--- src/include/csd_pkg.sv ---
`default_nettype none
package csd_pkg;

  // ************************************************
  // Bus widths and types
  // ************************************************
  localparam int unsigned CSD_ADDR_W = 12;
  localparam int unsigned CSD_DATA_W = 32;
  typedef logic [CSD_ADDR_W-1:0] csd_addr_t;
  typedef logic [CSD_DATA_W-1:0] csd_word_t;
  typedef logic [7:0]            csd_byte_t;

  // ************************************************
  // Register indices and byte addresses
  // ************************************************
  localparam csd_addr_t CSD_IDX_SYNTH_REF  = 12'h084;
  localparam csd_addr_t CSD_IDX_FRAME_A    = 12'h088;
  localparam csd_addr_t CSD_IDX_FRAME_HYS  = 12'h089;
  localparam csd_addr_t CSD_IDX_LOOP_PWR   = 12'h090;
  localparam csd_addr_t CSD_IDX_LOOP_CFG   = 12'h091;
  localparam csd_addr_t CSD_IDX_LOOP_STAT  = 12'h092;
  localparam csd_addr_t CSD_IDX_IRQ_STAT   = 12'h0a0;
  localparam csd_addr_t CSD_IDX_IRQ_MASK   = 12'h0a1;
  localparam csd_addr_t CSD_ADR_SYNTH_REF  = CSD_ADDR_W'(CSD_IDX_SYNTH_REF * 4);
  localparam csd_addr_t CSD_ADR_FRAME_A    = CSD_ADDR_W'(CSD_IDX_FRAME_A * 4);
  localparam csd_addr_t CSD_ADR_FRAME_HYS  = CSD_ADDR_W'(CSD_IDX_FRAME_HYS * 4);
  localparam csd_addr_t CSD_ADR_LOOP_PWR   = CSD_ADDR_W'(CSD_IDX_LOOP_PWR * 4);
  localparam csd_addr_t CSD_ADR_LOOP_CFG   = CSD_ADDR_W'(CSD_IDX_LOOP_CFG * 4);
  localparam csd_addr_t CSD_ADR_LOOP_STAT  = CSD_ADDR_W'(CSD_IDX_LOOP_STAT * 4);
  localparam csd_addr_t CSD_ADR_IRQ_STAT   = CSD_ADDR_W'(CSD_IDX_IRQ_STAT * 4);
  localparam csd_addr_t CSD_ADR_IRQ_MASK   = CSD_ADDR_W'(CSD_IDX_IRQ_MASK * 4);

  // ************************************************
  // Reset values
  // ************************************************
  localparam csd_byte_t CSD_RST_SYNTH_REF  = 8'h00;
  localparam csd_byte_t CSD_RST_FRAME_A    = 8'h00;
  localparam csd_byte_t CSD_RST_FRAME_HYS  = 8'h00;
  localparam csd_byte_t CSD_RST_LOOP_PWR   = 8'h1f;
  localparam csd_byte_t CSD_RST_LOOP_CFG   = 8'hf0;
  localparam csd_byte_t CSD_RST_IRQ_MASK   = 8'h00;

  // ************************************************
  // Field positions
  // ************************************************
  localparam int unsigned CSD_B_SYNTH_PD   = 0;
  localparam int unsigned CSD_B_HYS_EN     = 3;
  localparam int unsigned CSD_B_RISE       = 2;
  localparam int unsigned CSD_B_HYS_HI_LSB = 0;
  localparam int unsigned CSD_HYS_HI_W     = 2;
  localparam int unsigned CSD_B_FINE_DC    = 4;
  localparam int unsigned CSD_B_FINE_XC    = 3;
  localparam int unsigned CSD_B_COARSE_DC  = 2;
  localparam int unsigned CSD_B_COARSE_XC  = 1;
  localparam int unsigned CSD_B_LOOP_PD    = 0;
  localparam int unsigned CSD_B_TRACK_ERR  = 7;
  localparam int unsigned CSD_B_SEARCH_ERR = 6;
  localparam int unsigned CSD_B_SLOPE      = 5;
  localparam int unsigned CSD_B_DIR_LSB    = 3;
  localparam int unsigned CSD_B_MODE_LSB   = 1;
  localparam int unsigned CSD_B_CTRL_EN    = 0;
  localparam int unsigned CSD_B_LOCKED     = 0;
  localparam int unsigned CSD_B_LOST       = 1;
  localparam int unsigned CSD_B_FAILED     = 2;

  // ************************************************
  // Modes, directions and states
  // ************************************************
  localparam logic [1:0] CSD_MODE_TRACK    = 2'h1;
  localparam logic [1:0] CSD_MODE_SEARCH   = 2'h2;
  localparam logic [1:0] CSD_DIR_DOWN      = 2'h0;
  localparam logic [1:0] CSD_DIR_UP        = 2'h1;
  localparam logic [1:0] CSD_DIR_BOTH      = 2'h2;
  localparam logic [1:0] CSD_HTRANS_NONSEQ = 2'h2;
  localparam int unsigned CSD_SYNC_W       = 3;

  typedef enum logic [2:0] {
    CSD_ST_IDLE   = 3'h0,
    CSD_ST_SEARCH = 3'h1,
    CSD_ST_TRACK  = 3'h3,
    CSD_ST_HOLD   = 3'h2,
    CSD_ST_FAIL   = 3'h6
  } csd_state_t;

endpackage
`default_nettype wire

--- src/rtl/csd_regs.sv ---
`timescale 1ns/100ps
`default_nettype none

// Contract
// [RQ1] Synth reference clock power-down: 1 powers down, 0 enables; resets 0.
// [RQ2] Frame-ref control A bit 3 enables programmable hysteresis; resets 0.
// [RQ3] Frame-ref control A bit 2 selects rising edge of frame reference; resets 0.
// [RQ4] Hysteresis amount: [9:8] from control A [1:0], [7:0] from second register.
// [RQ5] Loop power bits 4 and 2 enable fine and coarse duty correction; reset 1.
// [RQ6] Loop power bits 3 and 1 enable fine and coarse cross control; reset 1.
// [RQ7] Loop power bit 0 powers down loop and clock generator; resets 1.
// [RQ8] Search direction field: 00 down, 01 up, 10 both; resets to 2.
// [RQ9] Mode 01 track only, 10 search only; error bits pick continue/restart, stop/retry.
// [RQ10] Loop control bit 0: 0 static settings, 1 feedback controller drives delays.
// [RQ11] Report lock achieved, lock lost and lock failed; lock-lost flag is writable.
module csd_regs #(
  parameter int unsigned HADDR_W = 32
) (
  // Clock and reset
  input  wire logic               clock,
  input  wire logic               sys_rst,
  // AHB-Lite slave
  input  wire logic               hsel,
  input  wire logic [HADDR_W-1:0] haddr,
  input  wire logic [1:0]         htrans,
  input  wire logic               hwrite,
  input  wire logic [2:0]         hsize,
  input  wire csd_pkg::csd_word_t hwdata,
  input  wire logic               hready,
  output var  csd_pkg::csd_word_t hrdata,
  output var  logic               hreadyout,
  output var  logic               hresp,
  // Loop sensing inputs from the analog side
  input  wire logic               loop_phase_in_range,
  input  wire logic               loop_search_exhausted,
  input  wire logic               loop_track_error,
  // Synthesizer and frame-reference controls
  output var  logic               synth_ref_clock_power_down,
  output var  logic               frame_ref_hysteresis_enable,
  output var  logic               frame_ref_rising_edge_select,
  output var  logic [9:0]         frame_ref_hysteresis_amount,
  // Delay loop controls
  output var  logic               fine_line_duty_correct_enable,
  output var  logic               fine_line_cross_ctrl_enable,
  output var  logic               coarse_line_duty_correct_enable,
  output var  logic               coarse_line_cross_ctrl_enable,
  output var  logic               delay_loop_power_down,
  output var  logic               loop_slope_positive,
  output var  logic [1:0]         loop_search_direction,
  output var  logic               loop_feedback_select,
  output var  logic               loop_searching,
  output var  logic               loop_tracking,
  output var  logic               loop_lock_achieved,
  // Interrupt
  output var  logic               irq
);
  import csd_pkg::*;

  if (HADDR_W < CSD_ADDR_W) begin
    $error("HADDR_W too narrow for the register map");
  end

  // ************************************************
  // Bus slave
  // ************************************************
  logic       req_ff;
  logic       req_wr_ff;
  csd_addr_t  req_addr_ff;
  logic       take;
  logic       wr_now;
  logic       rd_now;
  csd_byte_t  rd_byte;

  assign take   = hsel & htrans[1] & hready;
  assign wr_now = req_ff & req_wr_ff;
  assign rd_now = req_ff & ~req_wr_ff;

  // One wait state: write lands and read data is captured in that cycle
  always_ff @(posedge clock) begin
    if (sys_rst) begin
      req_ff      <= 1'b0;
      req_wr_ff   <= 1'b0;
      req_addr_ff <= '0;
      hreadyout   <= 1'b1;
      hresp       <= 1'b0;
    end else begin
      hresp <= 1'b0;
      if (req_ff) begin
        req_ff    <= 1'b0;
        hreadyout <= 1'b1;
      end else if (take) begin
        req_ff      <= 1'b1;
        req_wr_ff   <= hwrite;
        req_addr_ff <= haddr[CSD_ADDR_W-1:0];
        hreadyout   <= 1'b0;
      end
    end
  end

  // ************************************************
  // Configuration registers
  // ************************************************
  csd_byte_t synth_ref_ff;
  csd_byte_t frame_a_ff;
  csd_byte_t frame_hys_ff;
  csd_byte_t loop_pwr_ff;
  csd_byte_t loop_cfg_ff;
  csd_byte_t irq_mask_ff;

  always_ff @(posedge clock) begin
    if (sys_rst) begin
      synth_ref_ff <= CSD_RST_SYNTH_REF; // see [RQ1]
      frame_a_ff   <= CSD_RST_FRAME_A;
      frame_hys_ff <= CSD_RST_FRAME_HYS;
      loop_pwr_ff  <= CSD_RST_LOOP_PWR;  // see [RQ5] see [RQ6] see [RQ7]
      loop_cfg_ff  <= CSD_RST_LOOP_CFG;  // see [RQ8]
      irq_mask_ff  <= CSD_RST_IRQ_MASK;
    end else if (wr_now) begin
      case (req_addr_ff)
        CSD_ADR_SYNTH_REF: synth_ref_ff <= {7'h00, hwdata[CSD_B_SYNTH_PD]};
        CSD_ADR_FRAME_A:   frame_a_ff   <= {4'h0, hwdata[3:0]};
        CSD_ADR_FRAME_HYS: frame_hys_ff <= hwdata[7:0];
        CSD_ADR_LOOP_PWR:  loop_pwr_ff  <= {3'h0, hwdata[4:0]};
        CSD_ADR_LOOP_CFG:  loop_cfg_ff  <= hwdata[7:0];
        CSD_ADR_IRQ_MASK:  irq_mask_ff  <= {5'h00, hwdata[2:0]};
        default: begin
        end
      endcase
    end
  end

  // ************************************************
  // Control outputs
  // ************************************************
  always_ff @(posedge clock) begin
    if (sys_rst) begin
      synth_ref_clock_power_down      <= CSD_RST_SYNTH_REF[CSD_B_SYNTH_PD];
      frame_ref_hysteresis_enable     <= CSD_RST_FRAME_A[CSD_B_HYS_EN];
      frame_ref_rising_edge_select    <= CSD_RST_FRAME_A[CSD_B_RISE];
      frame_ref_hysteresis_amount     <= '0;
      fine_line_duty_correct_enable   <= CSD_RST_LOOP_PWR[CSD_B_FINE_DC];
      fine_line_cross_ctrl_enable     <= CSD_RST_LOOP_PWR[CSD_B_FINE_XC];
      coarse_line_duty_correct_enable <= CSD_RST_LOOP_PWR[CSD_B_COARSE_DC];
      coarse_line_cross_ctrl_enable   <= CSD_RST_LOOP_PWR[CSD_B_COARSE_XC];
      delay_loop_power_down           <= CSD_RST_LOOP_PWR[CSD_B_LOOP_PD];
      loop_slope_positive             <= CSD_RST_LOOP_CFG[CSD_B_SLOPE];
      loop_search_direction           <= CSD_RST_LOOP_CFG[CSD_B_DIR_LSB +: 2];
      loop_feedback_select            <= CSD_RST_LOOP_CFG[CSD_B_CTRL_EN];
    end else begin
      synth_ref_clock_power_down      <= synth_ref_ff[CSD_B_SYNTH_PD]; // see [RQ1]
      frame_ref_hysteresis_enable     <= frame_a_ff[CSD_B_HYS_EN];     // see [RQ2]
      frame_ref_rising_edge_select    <= frame_a_ff[CSD_B_RISE];       // see [RQ3]
      frame_ref_hysteresis_amount     <= {frame_a_ff[CSD_B_HYS_HI_LSB +: CSD_HYS_HI_W], frame_hys_ff}; // see [RQ4]
      fine_line_duty_correct_enable   <= loop_pwr_ff[CSD_B_FINE_DC];   // see [RQ5]
      fine_line_cross_ctrl_enable     <= loop_pwr_ff[CSD_B_FINE_XC];   // see [RQ6]
      coarse_line_duty_correct_enable <= loop_pwr_ff[CSD_B_COARSE_DC]; // see [RQ5]
      coarse_line_cross_ctrl_enable   <= loop_pwr_ff[CSD_B_COARSE_XC]; // see [RQ6]
      delay_loop_power_down           <= loop_pwr_ff[CSD_B_LOOP_PD];   // see [RQ7]
      loop_slope_positive             <= loop_cfg_ff[CSD_B_SLOPE];
      loop_search_direction           <= loop_cfg_ff[CSD_B_DIR_LSB +: 2]; // see [RQ8]
      loop_feedback_select            <= loop_cfg_ff[CSD_B_CTRL_EN];   // see [RQ10]
    end
  end

  // ************************************************
  // Input synchronisers
  // ************************************************
  logic [CSD_SYNC_W-1:0] sync1_ff;
  logic [CSD_SYNC_W-1:0] sync2_ff;
  logic [CSD_SYNC_W-1:0] sync3_ff;
  logic [CSD_SYNC_W-1:0] sense_ff;

  always_ff @(posedge clock) begin
    if (sys_rst) begin
      sync1_ff <= '0;
      sync2_ff <= '0;
      sync3_ff <= '0;
      sense_ff <= '0;
    end else begin
      sync1_ff <= {loop_track_error, loop_search_exhausted, loop_phase_in_range};
      sync2_ff <= sync1_ff;
      sync3_ff <= sync2_ff;
      for (int i = 0; i < CSD_SYNC_W; i++) begin
        if (sync2_ff[i] == sync3_ff[i]) begin
          sense_ff[i] <= sync3_ff[i];
        end
      end
    end
  end

  logic in_range;
  logic exhausted;
  logic trk_err;
  assign in_range  = sense_ff[0];
  assign exhausted = sense_ff[1];
  assign trk_err   = sense_ff[2];

  // ************************************************
  // Loop controller
  // ************************************************
  csd_state_t state_ff;
  csd_state_t nxt_state;
  logic       run;
  logic [1:0] mode;
  logic       ev_lost;
  logic       ev_fail;

  // Controller runs only when powered and selected as delay source
  assign run  = ~loop_pwr_ff[CSD_B_LOOP_PD] & loop_cfg_ff[CSD_B_CTRL_EN]; // see [RQ7] see [RQ10]
  assign mode = loop_cfg_ff[CSD_B_MODE_LSB +: 2];

  always_comb begin
    nxt_state = state_ff;
    ev_lost   = 1'b0;
    ev_fail   = 1'b0;
    case (state_ff)
      CSD_ST_IDLE: begin
        if (run) begin
          nxt_state = (mode == CSD_MODE_TRACK) ? CSD_ST_TRACK : CSD_ST_SEARCH; // see [RQ9]
        end
      end
      CSD_ST_SEARCH: begin
        if (in_range) begin
          nxt_state = (mode == CSD_MODE_SEARCH) ? CSD_ST_HOLD : CSD_ST_TRACK; // see [RQ9]
        end else if (exhausted) begin
          ev_fail = 1'b1;
          if (!loop_cfg_ff[CSD_B_SEARCH_ERR]) begin
            nxt_state = CSD_ST_FAIL; // see [RQ9]
          end
        end
      end
      CSD_ST_TRACK: begin
        if (trk_err) begin
          ev_lost = 1'b1;
          if (loop_cfg_ff[CSD_B_TRACK_ERR] && mode != CSD_MODE_TRACK) begin
            nxt_state = CSD_ST_SEARCH; // see [RQ9]
          end
        end
      end
      CSD_ST_HOLD: begin
      end
      CSD_ST_FAIL: begin
      end
      default: begin
        nxt_state = CSD_ST_IDLE;
      end
    endcase
    if (!run) begin
      nxt_state = CSD_ST_IDLE;
    end
  end

  always_ff @(posedge clock) begin
    if (sys_rst) begin
      state_ff <= CSD_ST_IDLE;
    end else begin
      state_ff <= nxt_state;
    end
  end

  always_ff @(posedge clock) begin
    if (sys_rst) begin
      loop_searching <= 1'b0;
      loop_tracking  <= 1'b0;
    end else begin
      loop_searching <= (nxt_state == CSD_ST_SEARCH);
      loop_tracking  <= (nxt_state == CSD_ST_TRACK);
    end
  end

  // ************************************************
  // Loop status flags
  // ************************************************
  logic lost_ff;
  logic fail_ff;
  logic lock_rise;
  logic nxt_locked;

  assign nxt_locked = ((nxt_state == CSD_ST_TRACK) || (nxt_state == CSD_ST_HOLD)) & ~ev_lost;
  assign lock_rise  = nxt_locked & ~loop_lock_achieved;

  always_ff @(posedge clock) begin
    if (sys_rst) begin
      loop_lock_achieved <= 1'b0;
    end else begin
      loop_lock_achieved <= nxt_locked; // see [RQ11]
    end
  end

  // Hardware set wins over a software write
  always_ff @(posedge clock) begin
    if (sys_rst) begin
      lost_ff <= 1'b0;
    end else if (ev_lost) begin
      lost_ff <= 1'b1; // see [RQ11]
    end else if (wr_now && req_addr_ff == CSD_ADR_LOOP_STAT) begin
      lost_ff <= hwdata[CSD_B_LOST]; // see [RQ11]
    end
  end

  // Failed stays until the controller is restarted
  always_ff @(posedge clock) begin
    if (sys_rst) begin
      fail_ff <= 1'b0;
    end else if (ev_fail) begin
      fail_ff <= 1'b1; // see [RQ11]
    end else if (state_ff == CSD_ST_IDLE && run) begin
      fail_ff <= 1'b0;
    end
  end

  // ************************************************
  // Interrupt status, mask and output
  // ************************************************
  logic [2:0] irq_stat_ff;
  logic [2:0] irq_set;
  logic       stat_rd;

  assign irq_set = {ev_fail, ev_lost, lock_rise};
  assign stat_rd = rd_now && (req_addr_ff == CSD_ADR_IRQ_STAT);

  always_ff @(posedge clock) begin
    if (sys_rst) begin
      irq_stat_ff <= '0;
    end else if (stat_rd) begin
      irq_stat_ff <= irq_set;
    end else begin
      irq_stat_ff <= irq_stat_ff | irq_set;
    end
  end

  always_ff @(posedge clock) begin
    if (sys_rst) begin
      irq <= 1'b0;
    end else begin
      irq <= |(irq_stat_ff & irq_mask_ff[2:0]);
    end
  end

  // ************************************************
  // Read data
  // ************************************************
  always_comb begin
    case (req_addr_ff)
      CSD_ADR_SYNTH_REF: rd_byte = synth_ref_ff;
      CSD_ADR_FRAME_A:   rd_byte = frame_a_ff;
      CSD_ADR_FRAME_HYS: rd_byte = frame_hys_ff;
      CSD_ADR_LOOP_PWR:  rd_byte = loop_pwr_ff;
      CSD_ADR_LOOP_CFG:  rd_byte = loop_cfg_ff;
      CSD_ADR_LOOP_STAT: rd_byte = {5'h00, fail_ff, lost_ff, loop_lock_achieved}; // see [RQ11]
      CSD_ADR_IRQ_STAT:  rd_byte = {5'h00, irq_stat_ff};
      CSD_ADR_IRQ_MASK:  rd_byte = irq_mask_ff;
      default:           rd_byte = 8'h00;
    endcase
  end

  always_ff @(posedge clock) begin
    if (sys_rst) begin
      hrdata <= '0;
    end else if (rd_now) begin
      hrdata <= {24'h000000, rd_byte};
    end
  end

endmodule

`default_nettype wire

--- config.mk ---
export PLATFORM = sky130hd
export DESIGN_NAME = csd_regs
export DESIGN_NICKNAME = d
export VERILOG_FILES = /design/src/include/csd_pkg.sv /design/src/rtl/csd_regs.sv
export SDC_FILE = /design/constraint.sdc
export NUM_CORES = 1
export LEC_CHECK = 0
export BUFFER_PORTS_ARGS = -buffer_cell sky130_fd_sc_hd__buf_2
export CAP_MARGIN = 25
export CELL_PAD_IN_SITES_DETAIL_PLACEMENT = 0
export CELL_PAD_IN_SITES_GLOBAL_PLACEMENT = 1
export CORE_MARGIN = 3
export CORE_UTILIZATION = 39
export CTS_CLUSTER_SIZE = 30
export DETAILED_ROUTE_END_ITERATION = 6
export PLACE_DENSITY_LB_ADDON = 0.1
export SLEW_MARGIN = 20
export SYNTH_ARGS = -nofsm -noshare
export SYNTH_HDL_FRONTEND = slang
export SYNTH_SLANG_ARGS = --single-unit
--- constraint.sdc ---
create_clock -name clock -period 3.9 [get_ports clock]
set_input_delay 0.39 -clock clock [delete_from_list [all_inputs] [get_ports clock]]
set_output_delay 0.39 -clock clock [all_outputs]
set_load 0.05 [all_outputs]
### Word-level counts from Yosys, hierarchy flattened

Cells that the tools add are included.
Widths: inputs -> output; s select.

| storage, ports and cells | value |
|---|---|
| word-level logic and storage cells | 111 |
| input bits | 77 |
| register bits | 98 |

| cells by class | value |
|---|---|
| multiplexer cells | 21 |
| bitwise operators | 14 |
| equality and inequality tests | 21 |
| reductions and logical operators | 18 |

Operator list:

| cell | number |
|---|---|
| $eq 12x10->1 const B | 8 |
| $pmux 8 s8 | 1 |
| $mux 3 | 7 |
| $reduce_and 2->1 | 7 |
| $eq 3x2->1 const B | 4 |
| $pmux 3 s4 | 1 |
| $mux 1 | 11 |
| $and 1x1->1 | 7 |
| $eq 3x1->1 const B | 2 |
| $not 1->1 | 5 |
| $logic_and 1x1->1 | 4 |
| $reduce_bool 2->1 | 2 |
| $reduce_or 2->1 | 2 |
| $and 3x3->3 | 1 |
| $eq 1x1->1 | 3 |
| $eq 3x3->1 const B | 1 |
| $logic_not 3->1 | 1 |
| $or 3x3->3 | 1 |
| $reduce_or 3->1 | 1 |
| $eq 2x1->1 const B | 1 |
| $eq 2x2->1 const B | 1 |
| $mux 2 | 1 |
| $ne 2x1->1 const B | 1 |
| $logic_or 1x1->1 | 1 |

### Logic depth before layout (Yosys ltp)

Gate-level depths: netlist of run 1.

| logic depth | value |
|---|---|
| word-level depth | 12 |
| depth in mapped cells | 6 |
| mapped depth without buffers | 5 |

### Least setup slack after synthesis of run 1

OpenSTA, ideal clock, no wires.

| path | value |
|---|---|
| path kind | register -> register |
| from | reg req_addr_ff[8] |
| to | reg loop_cfg_ff[4] |
| arrival | 1.590 ns |
| clock period less this slack | 1.709 ns |
| slack | 2.191 ns |
| library setup time | 0.120 ns |
| stages on the path, launching flop included | 6 |
| buffers on the path | 1 |
| cells stage by stage | dfxtp_1 or4b_4 nor3_4 nand4_1 buf_4 a211o_1 |

| between the ends | value |
|---|---|
| cells in the longest elaborated chain, start to end | 2 |

RTL lines:

| item | line | source |
|---|---|---|
| start: declaration | csd_regs.sv:68 | `csd_addr_t req_addr_ff;` |
| start signal: assignment | csd_regs.sv:94 | `req_addr_ff <= haddr[CSD_ADDR_W-1:0];` |
| $eq 12x10->1 | csd_regs.sv:119 | `case (req_addr_ff)` |
| $reduce_and 2->1 (no line) | - |  |
| end signal: assignment | csd_regs.sv:124 | `CSD_ADR_LOOP_CFG: loop_cfg_ff <= hwdata[7:0];` |
| end: declaration | csd_regs.sv:107 | `csd_byte_t loop_cfg_ff;` |

No other way between the ends.
A chain may end at the register's enable or synchronous reset.

### Worst setup path in the final report of run 1

Same ends and word-level chain as after synthesis.

==> results of run 1 <==
[final cells by class]
cell class,instances,area (sq um)
clock buffer,11,141
multi-input combinational,303,1830
timing repair buffer,65,330
fill,1010,5380
clock inverter,5,62.6
tap,133,166
inverter,10,37.5
sequential,98,1960
[synth_stat cells, types with 3 or more instances]
library cell and instances:
dfxtp_1 98, nand2_1 48, nor2_1 45, nor2b_1 38, buf_4 26, a21oi_1 25
mux2i_1 22, clkbuf_1 14, a22oi_1 10, inv_1 10, o21ai_0 10, a211o_1 9
or2_2 8, nand4_1 5, o22ai_1 5, buf_1 4, nand2b_1 4, nand3_1 4
nor3_1 4, o31ai_1 4, a32oi_1 3, buf_2 3, mux2_2 3, nor4b_1 3
[path summary, 6_finish.rpt]
kind,slack [ps],to,start
min,240,sync1_ff[0],loop_phase_in_range
max,1310,loop_cfg_ff[4],req_addr_ff[8]
min reg2reg,440,sync2_ff[2],sync1_ff[2]
max reg2reg,1310,loop_cfg_ff[4],req_addr_ff[8]
[worst max-delay path, stage by stage (launching register included)]
cell and delay (ps):
dfxtp_1 320, or4b_4 550, nor3_4 470, nand4_1 670, a211o_1 460
[per-layer routing]
metal  vias to the layer above  routed length [microns]  GRT usage
met4                         0                      179     0.0568
met1                      1411                     4220      0.222
met3                        15                      473     0.0366
li1                       1547                        -          -
met5                         -                        0          0
met2                        88                     4020      0.246
[sequential cells by signal (all words and copies together) (netlist names), 4 cells and up]
register / flops
frame_a_ff: 4
loop_pwr_ff: 5
frame_hys_ff: 8
hrdata: 8
frame_ref_hysteresis_amount: 10
req_addr_ff: 12
loop_cfg_ff: 8
[power breakdown]
group          internal [mW]  leakage (nW)  total, mW  switching, mW
clock network          0.318        0.0962      0.664          0.346
logic                 0.0280          1.04      0.130          0.102
registers               1.01         0.792       1.02         0.0116
total                   1.35          1.93       1.81          0.459
[logic make-up after synthesis]
logic type	Yosys count	share of synthesized area
and+or+nand+nor	177	0.242
buffers and inverters	58	0.0813
muxes	25	0.0632
AOI/OAI and AO/OA	76	0.124
other	1	0.000933
DFF	98	0.488
[per-stage QoR]
step	setup slack, ps	cell area (sq um)	hold slack (ps)
4_1_cts	1260	4530	216
6_report	1310	4530	236
2_1_floorplan	2190	4110	414
3_3_place_gp	1270	4320	418
5_1_grt	1080	4530	210
3_5_place_dp	1290	4320	431
[cell usage in the layout, fill, tap and decap left out, drive strengths merged, types with 3 or more instances in the layout]
cell    instances
o22ai           5
inv            11
conb           25
nand2b          4
mux2i          22
mux2            3
a22oi          10
nor2b          38
nand2          48
nand4           8
nor2           46
o31ai           4
buf            65
a21oi          25
clkbuf         11
a32oi           3
nor3            5
or2             8
nor4b           5
nand3           4
dfxtp          98
a211o           9
o21ai          10
==> qor.yml, run 1 <==
avgViaCountPerCell: 4.90
ys_warn_count: 0
ios: 137
tightest_slew_ps: 1100
maxCapViolCount: 0
place_inst: 609
hold_viol: 0
synth.top_cells.by_area: "dfxtp_1 49%, nor2b_1 5.9%, mux2i_1 5.5%, buf_4 4.9%, nand2_1 4.5%"
antenna_cells: 0
synth_area_per_cell_sq_um: 9.24
peakVddDrop_mv: 0.209
final_cell_count_no_fill: 625
netlist-cell-type-count: 50
critical_path_class: "flop to flop"
core_sq_mm: 0.00991
place_congestion: 0.812
antenna_found_initial: 0
synth_area_sq_mm: 0.00402
synthArstFlopShare: 0
grt_pass1_vias: 2901
drtIter0Drc: 148
die_h_microns: 108
start_kind: "flop"
p_leak_nw: 1.93
cp.arrival_ps: 2840
synth_ff_type: "dfxtp_1"
path_max_fanout: 12
skew_ps: 6.65
cts_resized: 0
endpoint_kind: "flop"
grt-ovfl-total: 0
ys_ff_latch: 98
status: "finished clean"
vias: 3061
root_buffer: "clkbuf_8"
drc: 0
finalPower_mw: 1.81
hp-class: "input port to flop"
nNetsFinal: 564
cellPowerDensity_mw_per_mm2: 401
slew_headroom: 0.263
reg2reg_depth: 4
fmax_mhz: 386
ys_seq_area_frac: 0.488
portBuffers: 63
synth_largest_area_cell: "dfxtp_1"
cp.required_ps: 4150
post-route-min-period_ps: 2590
wl_microns: 8900
syn_to_final_growth_pct: 12.6
dp.final_hpwl_microns: 6320
holdPathStages: 2
fp.dieArea_sq_mm: 0.0116
core.rowCount: 36
fin_util: 0.457
path_clk_slew_ps: 90
ant_nets: 0
drive_above_1_share: 0.205
synth-edff-count: 0
ctsHoldBuffers: 0
grt_max_degree: 58
htree_levels: 3
fp.dieW_microns: 108
clock_path_buffers: 2
clk_latency_ps: 350
setup-violations-final: 0
numCtsBuffers: 9
tns_ps: 0
syn_inst: 435
cts_tree: "yes"
initial_core_util: 0.406
finalCritPeriodShare: 0.664
slew_viol_final: 0
track_usage: 0.161
wl_per_cell_microns: 14.2
first_pass_iters: 4
rsz0062_at_grt: "no"
yosysTopAreaCellShare: 0.488
post_cts_buffers: 0
grt_pass1_wl_microns: 14600
clock-sinks: 98
(Power assumes the default switching activity.)
==> inputs of run 2 (changes only) <==
- CORE_UTILIZATION: 39 -> 33
- clock period: 3.9 -> 2.2 ns (I/O delays scaled with it)
==> qor.yml, run 2 (same netlist as run 1, synthesis figures left out) <==
rr_startpoint: "req_addr_ff[8]"
cts_tree: "yes"
dp.final_hpwl_microns: 6800  # +7.7%
syn_to_final_growth_pct: 18.8
p_clk_frac: 0.450  # +0.084
core.rowCount: 39  # +8.3%
cp.required_ps: 2440  # -1710 ps
vias: 3087  # +0.85%
numCtsBuffers: 9  # unchanged
peakVddDrop_mv: 0.495  # +140%
crit_start: "req_addr_ff[8]"
die_h_microns: 116  # +8.2%
path_clk_slew_ps: 60  # -30 ps
reg2reg_depth: 5  # +1
antenna_found_initial: 0  # unchanged
regMostFlops: "req_addr_ff"
rsz0062_at_grt: "no"
post-route-min-period_ps: 2050  # -538 ps
post_dp_cell_area_sq_mm: 0.00445  # +3.0%
cts_resized: 0  # unchanged
largest_registers: "req_addr_ff: 12 flops, frame_ref_hysteresis_amount: 10 flops"
layout_commonest_cell: "dfxtp_1"
wl_microns: 9410  # +5.7%
grt-ovfl-total: 0  # unchanged
final_area_sq_mm: 0.00477  # +5.4%
core_sq_mm: 0.0117  # +18%
tightest_slew_ps: 598  # -498 ps
grt_max_degree: 52  # -10%
skew_ps: 5.74  # -0.907 ps
swShare: 0.222  # -0.0310
wl_per_cell_microns: 14.5  # +2.0%
cp.arrival_ps: 2290  # -550 ps
timing.rr.end: "loop_pwr_ff[1]"
p_leak_nw: 2.06  # +6.7%
antenna_cells: 0  # unchanged
fp.dieArea_sq_mm: 0.0135  # +17%
slew_headroom: 0.596  # +0.333
clock-sinks: 98  # unchanged
place_congestion: 0.824  # +1.5%
hp-class: "input port to flop"
crit_end: "loop_pwr_ff[1]"
htree_levels: 3  # unchanged
start_kind: "flop"
final_cell_count_no_fill: 648  # +3.7%
place_inst: 633  # +3.9%
ant_nets: 0  # unchanged
power.internal_mw: 2.90  # +110%
critical_path_class: "flop to flop"
avgViaCountPerCell: 4.76  # -2.7%
clk_latency_ps: 340  # about the same
largest_reg_flops: 12  # unchanged
setup-violations-final: 0  # unchanged
post-place-ws_ps: 138  # -1150 ps
ios: 137  # unchanged
tns_ps: 0  # unchanged
track_usage: 0.143  # -0.0172
p_seq_frac: 0.485  # -0.077
drc: 0  # unchanged
fmax_mhz: 487  # +26%
drtIter0Drc: 180  # +22%
r2r_slack_ps: 150  # -1160 ps
status: "finished clean"
fin_util: 0.409  # -0.0475
post_cts_buffers: 0  # unchanged
drive_above_1_share: 0.224  # +0.0185
endpoint_kind: "flop"
finalCritPeriodShare: 0.933  # +0.269
grt_pass1_wl_microns: 15000  # +2.4%
initial_core_util: 0.345  # -0.0610
clock_path_buffers: 2  # unchanged
maxCapViolCount: 0  # unchanged
path_max_fanout: 10  # -2
root_buffer: "clkbuf_16"
ctsHoldBuffers: 0  # unchanged
combPwrFrac: 0.065  # -0.006
switchingPower_mw: 0.829  # +80%
slew_viol_final: 0  # unchanged
grt_pass1_vias: 2876  # -0.86%
hold_viol: 0  # unchanged
first_pass_iters: 4  # unchanged
portBuffers: 63  # unchanged
nNetsFinal: 578  # +2.5%
fp.dieW_microns: 116  # +8.2%
finalWorstSetupSlack_ps: 147  # -1160 ps
most-common-layout-cells: "98 x dfxtp_1, 63 x buf_2, 48 x nand2_1"
cellPowerDensity_mw_per_mm2: 781  # +95%
## run 2: worst min-delay path by stage
stage	startpoint	to	slack, ps	depth (start not counted)
after CTS	loop_search_exhausted	sync1_ff[1]	70	2
after global routing	haddr[10]	req_addr_ff[10]	100	3
after floorplan	loop_phase_in_range	sync1_ff[0]	350	1
after global placement	sync1_ff[1]	sync2_ff[1]	420	1
final	loop_search_exhausted	sync1_ff[1]	80	2
after detailed placement	sync1_ff[0]	sync2_ff[0]	420	1
## run 2: worst max-delay path: stages, from the launching register on
cell,delay (ps)
dfxtp_1,310
or4b_4,550
nor3_4,380
buf_4,210
nand4_4,160
a211o_1,340
## run 2: per-stage QoR
stage               power (mW)  hold WS [ps]
floorplan                 2.06           348
global placement          2.09           419
detailed placement        2.09           422
CTS                       3.79          72.6
global route              3.88          97.3
finish                    3.73          81.8
## run 2: final cells by class
type | instances | area, sq um
inverter | 10 | 37.5
multi-input combinational | 303 | 1830
tap | 143 | 179
clock inverter | 2 | 60.1
timing repair buffer | 79 | 448
fill | 1200 | 6890
sequential | 98 | 1960
clock buffer | 13 | 260
## run 2: power groups by stage
stage                     combinational (mW)  sequential, mW  clock (mW)
after floorplan                        0.218            1.84           0
after global placement                 0.242            1.85           0
after detailed placement               0.244            1.85           0
after CTS                              0.245            1.81        1.74
after global routing                   0.264            1.81        1.81
final                                  0.243            1.81        1.68
## run 2: metal layers
metal	wire length, microns	GRT usage	vias to the layer above	share of wire
li1	-	-	1574	-
met1	4540	0.191	1428	0.48
met2	4240	0.222	79	0.45
met3	544	0.0534	6	0.058
met4	85	0.0333	0	0.0090
met5	0	0	-	0
